## src/hw/isaoe_consts.vh

```
`ifndef ISAOE_CONSTS_VH
`define ISAOE_CONSTS_VH

// Opcode match patterns
`define ISAOE_PAT_INC_NZ 6'h12
`define ISAOE_PAT_INC_Z 6'h0f
`define ISAOE_PAT_OR_FILE 6'h04
`define ISAOE_PAT_OR_LIT 8'h09

// Operand field positions
`define ISAOE_BIT_DEST 9
`define ISAOE_BIT_ACC 8

// Decoded operation codes
`define ISAOE_OP_NONE 3'h0
`define ISAOE_OP_INC_NZ 3'h1
`define ISAOE_OP_INC_Z 3'h2
`define ISAOE_OP_OR_LIT 3'h3
`define ISAOE_OP_OR_FILE 3'h4

// Quarter phases
`define ISAOE_Q1 2'h0
`define ISAOE_Q2 2'h1
`define ISAOE_Q3 2'h2
`define ISAOE_Q4 2'h3

// Addressing constants
`define ISAOE_IDX_LIMIT 8'h5f
`define ISAOE_ACC_SPLIT 8'h80
`define ISAOE_ACC_HI_BANK 4'hf
`define ISAOE_ACC_LO_BANK 4'h0

// Reset values
`define ISAOE_RST_WREG 8'h00
`define ISAOE_RST_ADDR 12'h000

// Flush counts
`define ISAOE_FLUSH_ONE 2'h1
`define ISAOE_FLUSH_TWO 2'h2

`endif

```

## src/hw/isaoe_core.v

```verilog
// Overview of operation
// - Increment-skip-if-nonzero adds one; result to accumulator if d=0, file if d=1.
// - Nonzero increment result discards the prefetched instruction, running a no-op instead.
// - Takes one cycle, two on skip, three when skipping a two-word instruction.
// - Flushed cycles do nothing in all four phases; two for two-word skips.
// - Access bit 0 picks the access bank; 1 uses bank select register.
// - Extended set, access bit 0, address at most 95 gives indexed addressing.
// - Increment-skip-if-nonzero opcode is 0100 10da with eight-bit file address.
// - Or-literal ORs the accumulator with the literal into the accumulator.
// - Or-literal opcode upper byte 0000 1001; one word, one cycle.
// - Or-with-file ORs accumulator and file; destination bit picks the target.
// - Or-with-file opcode is 0001 00da with eight-bit file address.
// - File instructions run decode, read, process, write across four quarter phases.
`include "isaoe_consts.vh"

module isaoe_core
(
  input wire i_core_clk,
  input wire i_rstn,
  input wire [15:0] i_instr,
  input wire i_next_two_word,
  input wire i_ext_en,
  input wire [3:0] i_bank_sel,
  input wire [11:0] i_index_base,
  input wire [7:0] i_rd_data,
  output reg [1:0] o_phase_q,
  output reg [11:0] o_addr_q,
  output reg o_rd_en_q,
  output reg o_wr_en_q,
  output reg [7:0] o_wr_data_q,
  output reg [7:0] o_wreg_q,
  output reg o_flag_n_q,
  output reg o_flag_z_q,
  output reg o_skip_q,
  output reg o_nop_q
);

  wire [2:0] dec_op;
  wire dec_dest_file;
  wire dec_is_file;
  wire [7:0] dec_literal;
  wire [11:0] dec_addr;
  reg [2:0] op_q;
  reg dest_file_q;
  reg [7:0] lit_q;
  reg [1:0] flush_cnt_q;
  reg [1:0] flush_cnt_d;
  reg [7:0] result_d;
  reg skip_d;
  wire is_or;

  function is_zero;
    input [7:0] v;
    begin
      is_zero = (v == 8'h00);
    end
  endfunction

  isaoe_decode u_decode
  (
    .i_instr(i_instr),
    .i_ext_en(i_ext_en),
    .i_bank_sel(i_bank_sel),
    .i_index_base(i_index_base),
    .o_op(dec_op),
    .o_dest_file(dec_dest_file),
    .o_is_file(dec_is_file),
    .o_literal(dec_literal),
    .o_addr(dec_addr)
  );

  assign is_or = (op_q == `ISAOE_OP_OR_LIT) || (op_q == `ISAOE_OP_OR_FILE);

  // Process step of the third quarter
  always @*
  begin
    result_d = 8'h00;
    skip_d = 1'b0;
    case (op_q)
      `ISAOE_OP_INC_NZ:
      begin
        result_d = i_rd_data + 8'h01;
        skip_d = !is_zero(result_d);
      end
      `ISAOE_OP_INC_Z:
      begin
        result_d = i_rd_data + 8'h01;
        skip_d = is_zero(result_d);
      end
      `ISAOE_OP_OR_LIT:
      begin
        result_d = o_wreg_q | lit_q;
      end
      `ISAOE_OP_OR_FILE:
      begin
        result_d = o_wreg_q | i_rd_data;
      end
      default:
      begin
        result_d = 8'h00;
      end
    endcase
  end

  // Flushed cycle bookkeeping at the end of each cycle
  always @*
  begin
    flush_cnt_d = flush_cnt_q;
    if (o_nop_q && (flush_cnt_q != 2'h0))
    begin
      flush_cnt_d = flush_cnt_q - 2'h1;
    end
  end

  always @(posedge i_core_clk)
  begin
    if (!i_rstn)
    begin
      o_phase_q <= `ISAOE_Q1;
      o_addr_q <= `ISAOE_RST_ADDR;
      o_rd_en_q <= 1'b0;
      o_wr_en_q <= 1'b0;
      o_wr_data_q <= 8'h00;
      o_wreg_q <= `ISAOE_RST_WREG;
      o_flag_n_q <= 1'b0;
      o_flag_z_q <= 1'b0;
      o_skip_q <= 1'b0;
      o_nop_q <= 1'b0;
      op_q <= `ISAOE_OP_NONE;
      dest_file_q <= 1'b0;
      lit_q <= 8'h00;
      flush_cnt_q <= 2'h0;
    end
    else
    begin
      o_phase_q <= o_phase_q + 2'h1;
      case (o_phase_q)
        `ISAOE_Q1:
        begin
          // Decode; a flushed cycle takes nothing in
          if (o_nop_q)
          begin
            op_q <= `ISAOE_OP_NONE;
            o_rd_en_q <= 1'b0;
          end
          else
          begin
            op_q <= dec_op;
            dest_file_q <= dec_dest_file;
            lit_q <= dec_literal;
            o_addr_q <= dec_addr;
            o_rd_en_q <= dec_is_file;
          end
        end
        `ISAOE_Q2:
        begin
          o_rd_en_q <= 1'b0;
        end
        `ISAOE_Q3:
        begin
          // Commit result so the write lands in the fourth quarter
          if (op_q != `ISAOE_OP_NONE)
          begin
            if (dest_file_q && (op_q != `ISAOE_OP_OR_LIT))
            begin
              o_wr_en_q <= 1'b1;
              o_wr_data_q <= result_d;
            end
            else
            begin
              o_wreg_q <= result_d;
            end
            if (is_or)
            begin
              o_flag_n_q <= result_d[7];
              o_flag_z_q <= is_zero(result_d);
            end
            if (skip_d)
            begin
              o_skip_q <= 1'b1;
              flush_cnt_q <= i_next_two_word ? `ISAOE_FLUSH_TWO : `ISAOE_FLUSH_ONE;
            end
          end
        end
        `ISAOE_Q4:
        begin
          o_wr_en_q <= 1'b0;
          o_skip_q <= 1'b0;
          flush_cnt_q <= flush_cnt_d;
          o_nop_q <= (flush_cnt_d != 2'h0);
        end
        default:
        begin
          o_rd_en_q <= 1'b0;
        end
      endcase
    end
  end

endmodule // isaoe_core

```

## src/hw/isaoe_decode.v

```verilog
`include "isaoe_consts.vh"

module isaoe_decode
(
  input wire [15:0] i_instr,
  input wire i_ext_en,
  input wire [3:0] i_bank_sel,
  input wire [11:0] i_index_base,
  output reg [2:0] o_op,
  output wire o_dest_file,
  output wire o_is_file,
  output wire [7:0] o_literal,
  output reg [11:0] o_addr
);

  wire acc_bit;
  wire [7:0] fadr;

  assign acc_bit = i_instr[`ISAOE_BIT_ACC];
  assign fadr = i_instr[7:0];
  assign o_literal = i_instr[7:0];
  assign o_dest_file = i_instr[`ISAOE_BIT_DEST];
  assign o_is_file = (o_op != `ISAOE_OP_NONE) && (o_op != `ISAOE_OP_OR_LIT);

  always @*
  begin
    o_op = `ISAOE_OP_NONE;
    if (i_instr[15:10] == `ISAOE_PAT_INC_NZ)
    begin
      o_op = `ISAOE_OP_INC_NZ;
    end
    else if (i_instr[15:10] == `ISAOE_PAT_INC_Z)
    begin
      o_op = `ISAOE_OP_INC_Z;
    end
    else if (i_instr[15:10] == `ISAOE_PAT_OR_FILE)
    begin
      o_op = `ISAOE_OP_OR_FILE;
    end
    else if (i_instr[15:8] == `ISAOE_PAT_OR_LIT)
    begin
      o_op = `ISAOE_OP_OR_LIT;
    end
  end

  always @*
  begin
    if (acc_bit)
    begin
      o_addr = {i_bank_sel, fadr};
    end
    else if (i_ext_en && (fadr <= `ISAOE_IDX_LIMIT))
    begin
      o_addr = i_index_base + {4'h0, fadr};
    end
    else if (fadr < `ISAOE_ACC_SPLIT)
    begin
      o_addr = {`ISAOE_ACC_LO_BANK, fadr};
    end
    else
    begin
      o_addr = {`ISAOE_ACC_HI_BANK, fadr};
    end
  end

endmodule // isaoe_decode

```

## config.mk

```make
export PLATFORM = sky130hd
export DESIGN_NAME = isaoe_core
export DESIGN_NICKNAME = d
export VERILOG_FILES = /design/src/hw/isaoe_core.v /design/src/hw/isaoe_decode.v
export VERILOG_INCLUDE_DIRS = /design/src /design/src/hw
export SDC_FILE = /design/constraint.sdc
export NUM_CORES = 1
export LEC_CHECK = 0
export BUFFER_PORTS_ARGS = -buffer_cell sky130_fd_sc_hd__buf_2
export CAP_MARGIN = 0
export CORE_ASPECT_RATIO = 0.6
export CORE_UTILIZATION = 45
export CTS_CLUSTER_SIZE = 28
export DETAILED_ROUTE_END_ITERATION = 10
export GPL_ROUTABILITY_DRIVEN = 1
export PLACE_DENSITY = 0.72
export SLEW_MARGIN = 10
export SYNTH_ARGS = -nofsm -noshare
export SYNTH_HDL_FRONTEND = slang
export SYNTH_HIERARCHICAL = 1
export SYNTH_SLANG_ARGS = --single-unit
```

## constraint.sdc

```tcl
create_clock -name i_core_clk -period 2 [get_ports i_core_clk]
set_clock_uncertainty 0.05 [all_clocks]
set_input_delay 0.3 -clock i_core_clk [delete_from_list [all_inputs] [get_ports i_core_clk]]
set_output_delay 0.3 -clock i_core_clk [all_outputs]
set_load 0.05 [all_outputs]
```

Word level (Yosys, flattened, before mapping)
Cells that the tools add are included. Widths: inputs -> output; s select.

ROM bits: 0. Output and inout bits: 36. Word-level logic and storage cells: 85. Bits in latches: 0. Input bits: 44. Bits in registers: 50. Memories kept: 0. RAM bits: 0.

Add/sub/neg operators: 4. Bitwise gates (word level): 4. Magnitude comparators: 2. Divide/modulo/power cells: 0. Reductions and logical operators: 22. Mux-type cells: 23. $mul: 0. Shift-type cells: 0. Eq/ne operators: 16.

Operators by type and width (count): $mux 12 (3); $pmux 8 s3 (1); $logic_not 8->1 (2); $or 8x8->8 (2); $reduce_and 3->1 (5); $add 12x8->12 (1); $mux 3 (4); $mux 2 (5); $add 8x1->8 const B (1); $eq 8x4->1 const B (1); $le 8x7->1 const B (1); $lt 8x8->1 const B (1); $pmux 1 s2 (4); $reduce_bool 2->1 (4); $eq 3x2->1 const B (2); $eq 6x3->1 const B (1); $eq 6x4->1 const B (1); $eq 6x5->1 const B (1); $ne 2x2->1 const B (3); $ne 3x2->1 const B (2); $reduce_bool 3->1 (2); $mux 1 (5); $eq 2x2->1 const B (2); $logic_and 1x1->1 (4); 12 further kinds (13).

Longest topological paths before layout
Word-level depth: 9. Gate-level depth with buffers: 10. Depth with buffers taken out: 10.

By module
Netlist, hierarchy kept.

By module, submodules not included: isaoe_core (area an instance 2403.6 sq um, sequential area each 1001.0 sq um, cells an instance 294, instances 1); isaoe_decode (area an instance 777.0 sq um, sequential area each 0.0 sq um, cells an instance 112, instances 1).

Least setup slack after synthesis
Ideal clock, no wire load.

Kind: register to register. From: reg o_phase_q[1]. To: reg flush_cnt_q[1]. Slack: -0.002 ns. Cell stages (with the launch flop): 6. Clock period less this slack: 2.002 ns. Arrival: 1.813 ns. Library setup time: 0.139 ns. Data required time: 1.811 ns. Path buffers: 0. Cell sequence: dfxtp_1 > ha_1 > nor4bb_1 > mux2i_2 > a221oi_2 > a311oi_1.

Cells in the longest elaborated chain, start to end: 3. Elaborated cells on any way between the ends: 7. Those cells by class: 4 x eq/ne; 1 x mux; 2 x reduce/logical.

RTL lines: start: declaration (line isaoe_core.v:26) `output reg [1:0] o_phase_q,`; start signal: assignment (line isaoe_core.v:119) `` o_phase_q <= `ISAOE_Q1; ``; start signal: assignment (line isaoe_core.v:136) `o_phase_q <= o_phase_q + 2'h1;`; $eq 2x2->1 (line isaoe_core.v:137) `case (o_phase_q)`; $ne 2x2->1 (no source line) / $reduce_bool 2->1 (equally long branches); $reduce_and 3->1 (no source line); end signal: assignment (line isaoe_core.v:181) `` flush_cnt_q <= i_next_two_word ? `ISAOE_FLUSH_TWO : `ISAOE_FLUSH_ONE; ``; end signal: assignment (line isaoe_core.v:189) `flush_cnt_q <= flush_cnt_d;`; end: declaration (line isaoe_core.v:46) `reg [1:0] flush_cnt_q;`.

Parallel ways exist; a longest one is shown, timed or not. A chain may end at the register's enable or synchronous reset.

Worst setup path in the final report
From: reg op_q[1]. To: reg o_wr_data_q[2].

Cells in the longest elaborated chain, start to end: 3. Elaborated cells on any way between the ends: 10. Those cells by class: 5 x eq/ne; 1 x mux; 4 x reduce/logical.

RTL lines: start: declaration (line isaoe_core.v:43) `reg [2:0] op_q;`; start signal: assignment (line isaoe_core.v:129) `` op_q <= `ISAOE_OP_NONE; ``; start signal: assignment (line isaoe_core.v:143) `` op_q <= `ISAOE_OP_NONE; ``; start signal: assignment (line isaoe_core.v:148) `op_q <= dec_op;`; $eq 3x2->1 (tied with other cells); $reduce_or 2->1 (no source line) / $logic_and 1x1->1 (equally long branches); $pmux 8 s3 / $reduce_and 3->1 (equally long branches); end signal: assignment (line isaoe_core.v:167) `o_wr_data_q <= result_d;`; end: declaration (line isaoe_core.v:30) `output reg [7:0] o_wr_data_q,`.

Parallel ways exist; a longest one is shown, timed or not.

==> flow_summary.toml <==
[route]
route.detailed.drc = 0
drt-initial-drc-count = 234
drtPass1Iterations = 6
vias = 3176
drt-total-wl_um = 8830
vias_per_cell = 5.44
drtAntennaViolNets = 0
wl_per_cell_um = 15.1

[clock_tree]
cts_tree = "built"
postCtsHoldBufs = 0
htree_levels = 2
clk_latency_ns = 0.29
clock-sinks = 50
numCtsBuffers = 5
cts_buffer_depth = 2
cts_setup_buffers = 0
cts_root_buf = "clkbuf_16"
clkTransAtPathRegs_ns = 0.06

[logic_synthesis]
synth.top_cells.by_area = "dfxtp_1, nand2_1, a21oi_1"
synthArstFlopShare = 0
ys_types = 59
synth_edf_count = 0
netlist_area_um2 = 3180
synth_top_area_frac = 0.315
synth-main-ff-cell = "dfxtp_1"
seq_area_frac_synth = 0.315
syn_area_per_cell_um2 = 7.83
yosysTopAreaCell = "dfxtp_1"
ys_ff_latch = 50
synth_fp_nets = 465
netlist_instances = 406
yosysWarnings = 6

[sta]
slew_viol_final = 0
finalSetupViolCount = 0
fin_crit_sh = 0.955
tightest_slew_ns = 0.513
period_needed_ns = 1.91
rsz0062_at_grt = "no"
timing.fmax_ghz = 0.523
hold_violations = 0
max_slew_margin = 0.655

[final_layout]
finalNonFillerCells = 584
area.growth.synth_to_final_pct = 25.1
sequential_cell_area_um2 = 1000
final_nets = 555
drive_above_1_share = 0.280
nFillCells = 625
multi_input_area_um2 = 1970
num_antenna_cells = 0

[setup_path]
worstPathRequired_ns = 2.16
critPathCaptureType = "register"
cp_max_fo = 6
r2r_slack_ns = 0.09
path_class = "reg2reg"
arrival_ns = 2.07
start_kind = "register"

[floorplanning]
initial_utilization = 0.470
num_rows = 23
die_h_um = 67.1
die_w_um = 111
io_pins = 80
core-area_um2 = 6760
die_area_um2 = 7420

[place]
hpwlAfterDp_um = 6830
gp_congestion = 0.917
dp.cells = 576
port_buffers = 79

[worst_hold_path]
hold_path.class = "in2reg"

[run]
drv_cap = 0

[power_and_ir_drop]
power_density_nw_per_um2 = 667
max-vdd-ir-drop_uv = 390
total_power_mw = 2.65
p_leak_nw = 1.79

[grt]
antenna_found_initial = 0
gr-total-overflow = 0
grt_pass1_vias = 2895
grt_usage = 0.239
grt_max_degree = 28
grt_pass1_wl_um = 14000

[run_status]
status = "finished clean"
==> cell usage after synthesis (10+ instances only) <==
cell type	number
ha_1	14
a211oi_1	13
o21ai_1	10
nor2b_1	10
inv_1	13
dfxtp_1	50
nand2_1	68
nor2_1	37
nand2b_1	10
a21oi_1	41
==> worst max-delay path, cell delays in order (launching register included) <==
cell      delay (ns)
dfxtp_1         0.41
buf_4           0.17
xor2_1          0.25
nor2b_1         0.45
a221oi_2        0.12
buf_4           0.17
a211oi_1        0.19
==> per-stage QoR <==
| stage | setup slack [ns] | util | TNS [ns] | area, µm² | hold slack, ns |
|---|---|---|---|---|---|
| final | 0.0893 | 0.589 | 0 | 3980 | 0.239 |
| after global routing | 0.0147 | 0.589 | 0 | 3980 | 0.258 |
| after CTS | 0.0617 | 0.586 | 0 | 3960 | 0.231 |
| after detailed placement | -0.110 | 0.562 | -0.649 | 3800 | 0.397 |
| after global placement | -0.0806 | 0.562 | -0.197 | 3800 | 0.396 |
| after floorplan | 0.00677 | - | 0 | 3180 | 0.372 |
==> worst paths after layout <==
check,to,start,cells past startpoint
hold reg to reg,lit_q[0]$_SDFFE_PN0P_,lit_q[0]$_SDFFE_PN0P_,2
hold / removal,dest_file_q$_SDFFE_PN0P_,i_instr[9],3
setup reg to reg,o_wr_data_q[2]$_SDFFE_PN0P_,op_q[1]$_SDFFE_PN0P_,6
setup / recovery,o_wr_data_q[2]$_SDFFE_PN0P_,op_q[1]$_SDFFE_PN0P_,6
==> cell type report <==
class / count / area share
Timing Repair Buffer: 114 / 0.172
Sequential cell: 50 / 0.252
Clock buffer: 7 / 0.0333
Tap cell: 87 / 0.0273
Clock inverter: 1 / 0.00754
Inverter: 14 / 0.0132
Multi-Input combinational cell: 311 / 0.495
==> repair_timing <==
action	in CTS	in global routing
endpoints found under the hold margin	0	0
resized for setup	0	3
setup endpoints to repair	0	9
==> metal layers <==
layer  up-vias  GRT usage  wire length [µm]
li1       1594          -                 -
met1      1453      0.346              4490
met2       117      0.352              3620
met3        12     0.0564               621
met4         0     0.0683               100
met5         -          0                 0
==> registers in the layout, summed over array words and instances, names as in the netlist <==
| register | flops |
|---|---|
| o_wr_en_q | 1 |
| o_addr_q | 12 |
| o_skip_q | 1 |
| lit_q | 8 |
| o_nop_q | 1 |
| o_wreg_q | 8 |
| o_phase_q | 2 |
| op_q | 3 |
| o_rd_en_q | 1 |
| o_flag_z_q | 1 |
| o_wr_data_q | 8 |
| dest_file_q | 1 |
| flush_cnt_q | 2 |
| o_flag_n_q | 1 |
==> placed cells by master, fill, tap and decap left out, types with 6 or more instances in the layout <==
cell type	synthesis	final
nor2b_1	10	9
nor2_1	37	37
a21oi_1	41	41
nand2b_1	10	10
ha_1	14	14
buf_4	9	33
a211oi_1	13	12
inv_1	13	13
xnor2_1	7	7
mux2i_1	6	6
dfxtp_1	50	49
buf_2	8	79
xor2_1	7	7
nand3_1	9	9
o21ai_1	10	10
nand2_1	68	68
o21ai_0	9	9
==> kinds of logic after synthesis <==
kind of cell	count (synthesis)	synth area share
xor+xnor	14	0.0386
mux	10	0.0338
flops	50	0.315
compound gates	111	0.240
simple gates	161	0.240
fa+ha+maj	15	0.0614
buf+inv	45	0.0716
==> report_power, final <==
group / total, mW / internal (mW) / switching, mW
Clock: 0.959 / 0.592 / 0.368
Combinational: 0.621 / 0.234 / 0.387
Sequential: 1.07 / 1.04 / 0.0302
Total: 2.65 / 1.87 / 0.785
Power figures use the tool's default switching activity.
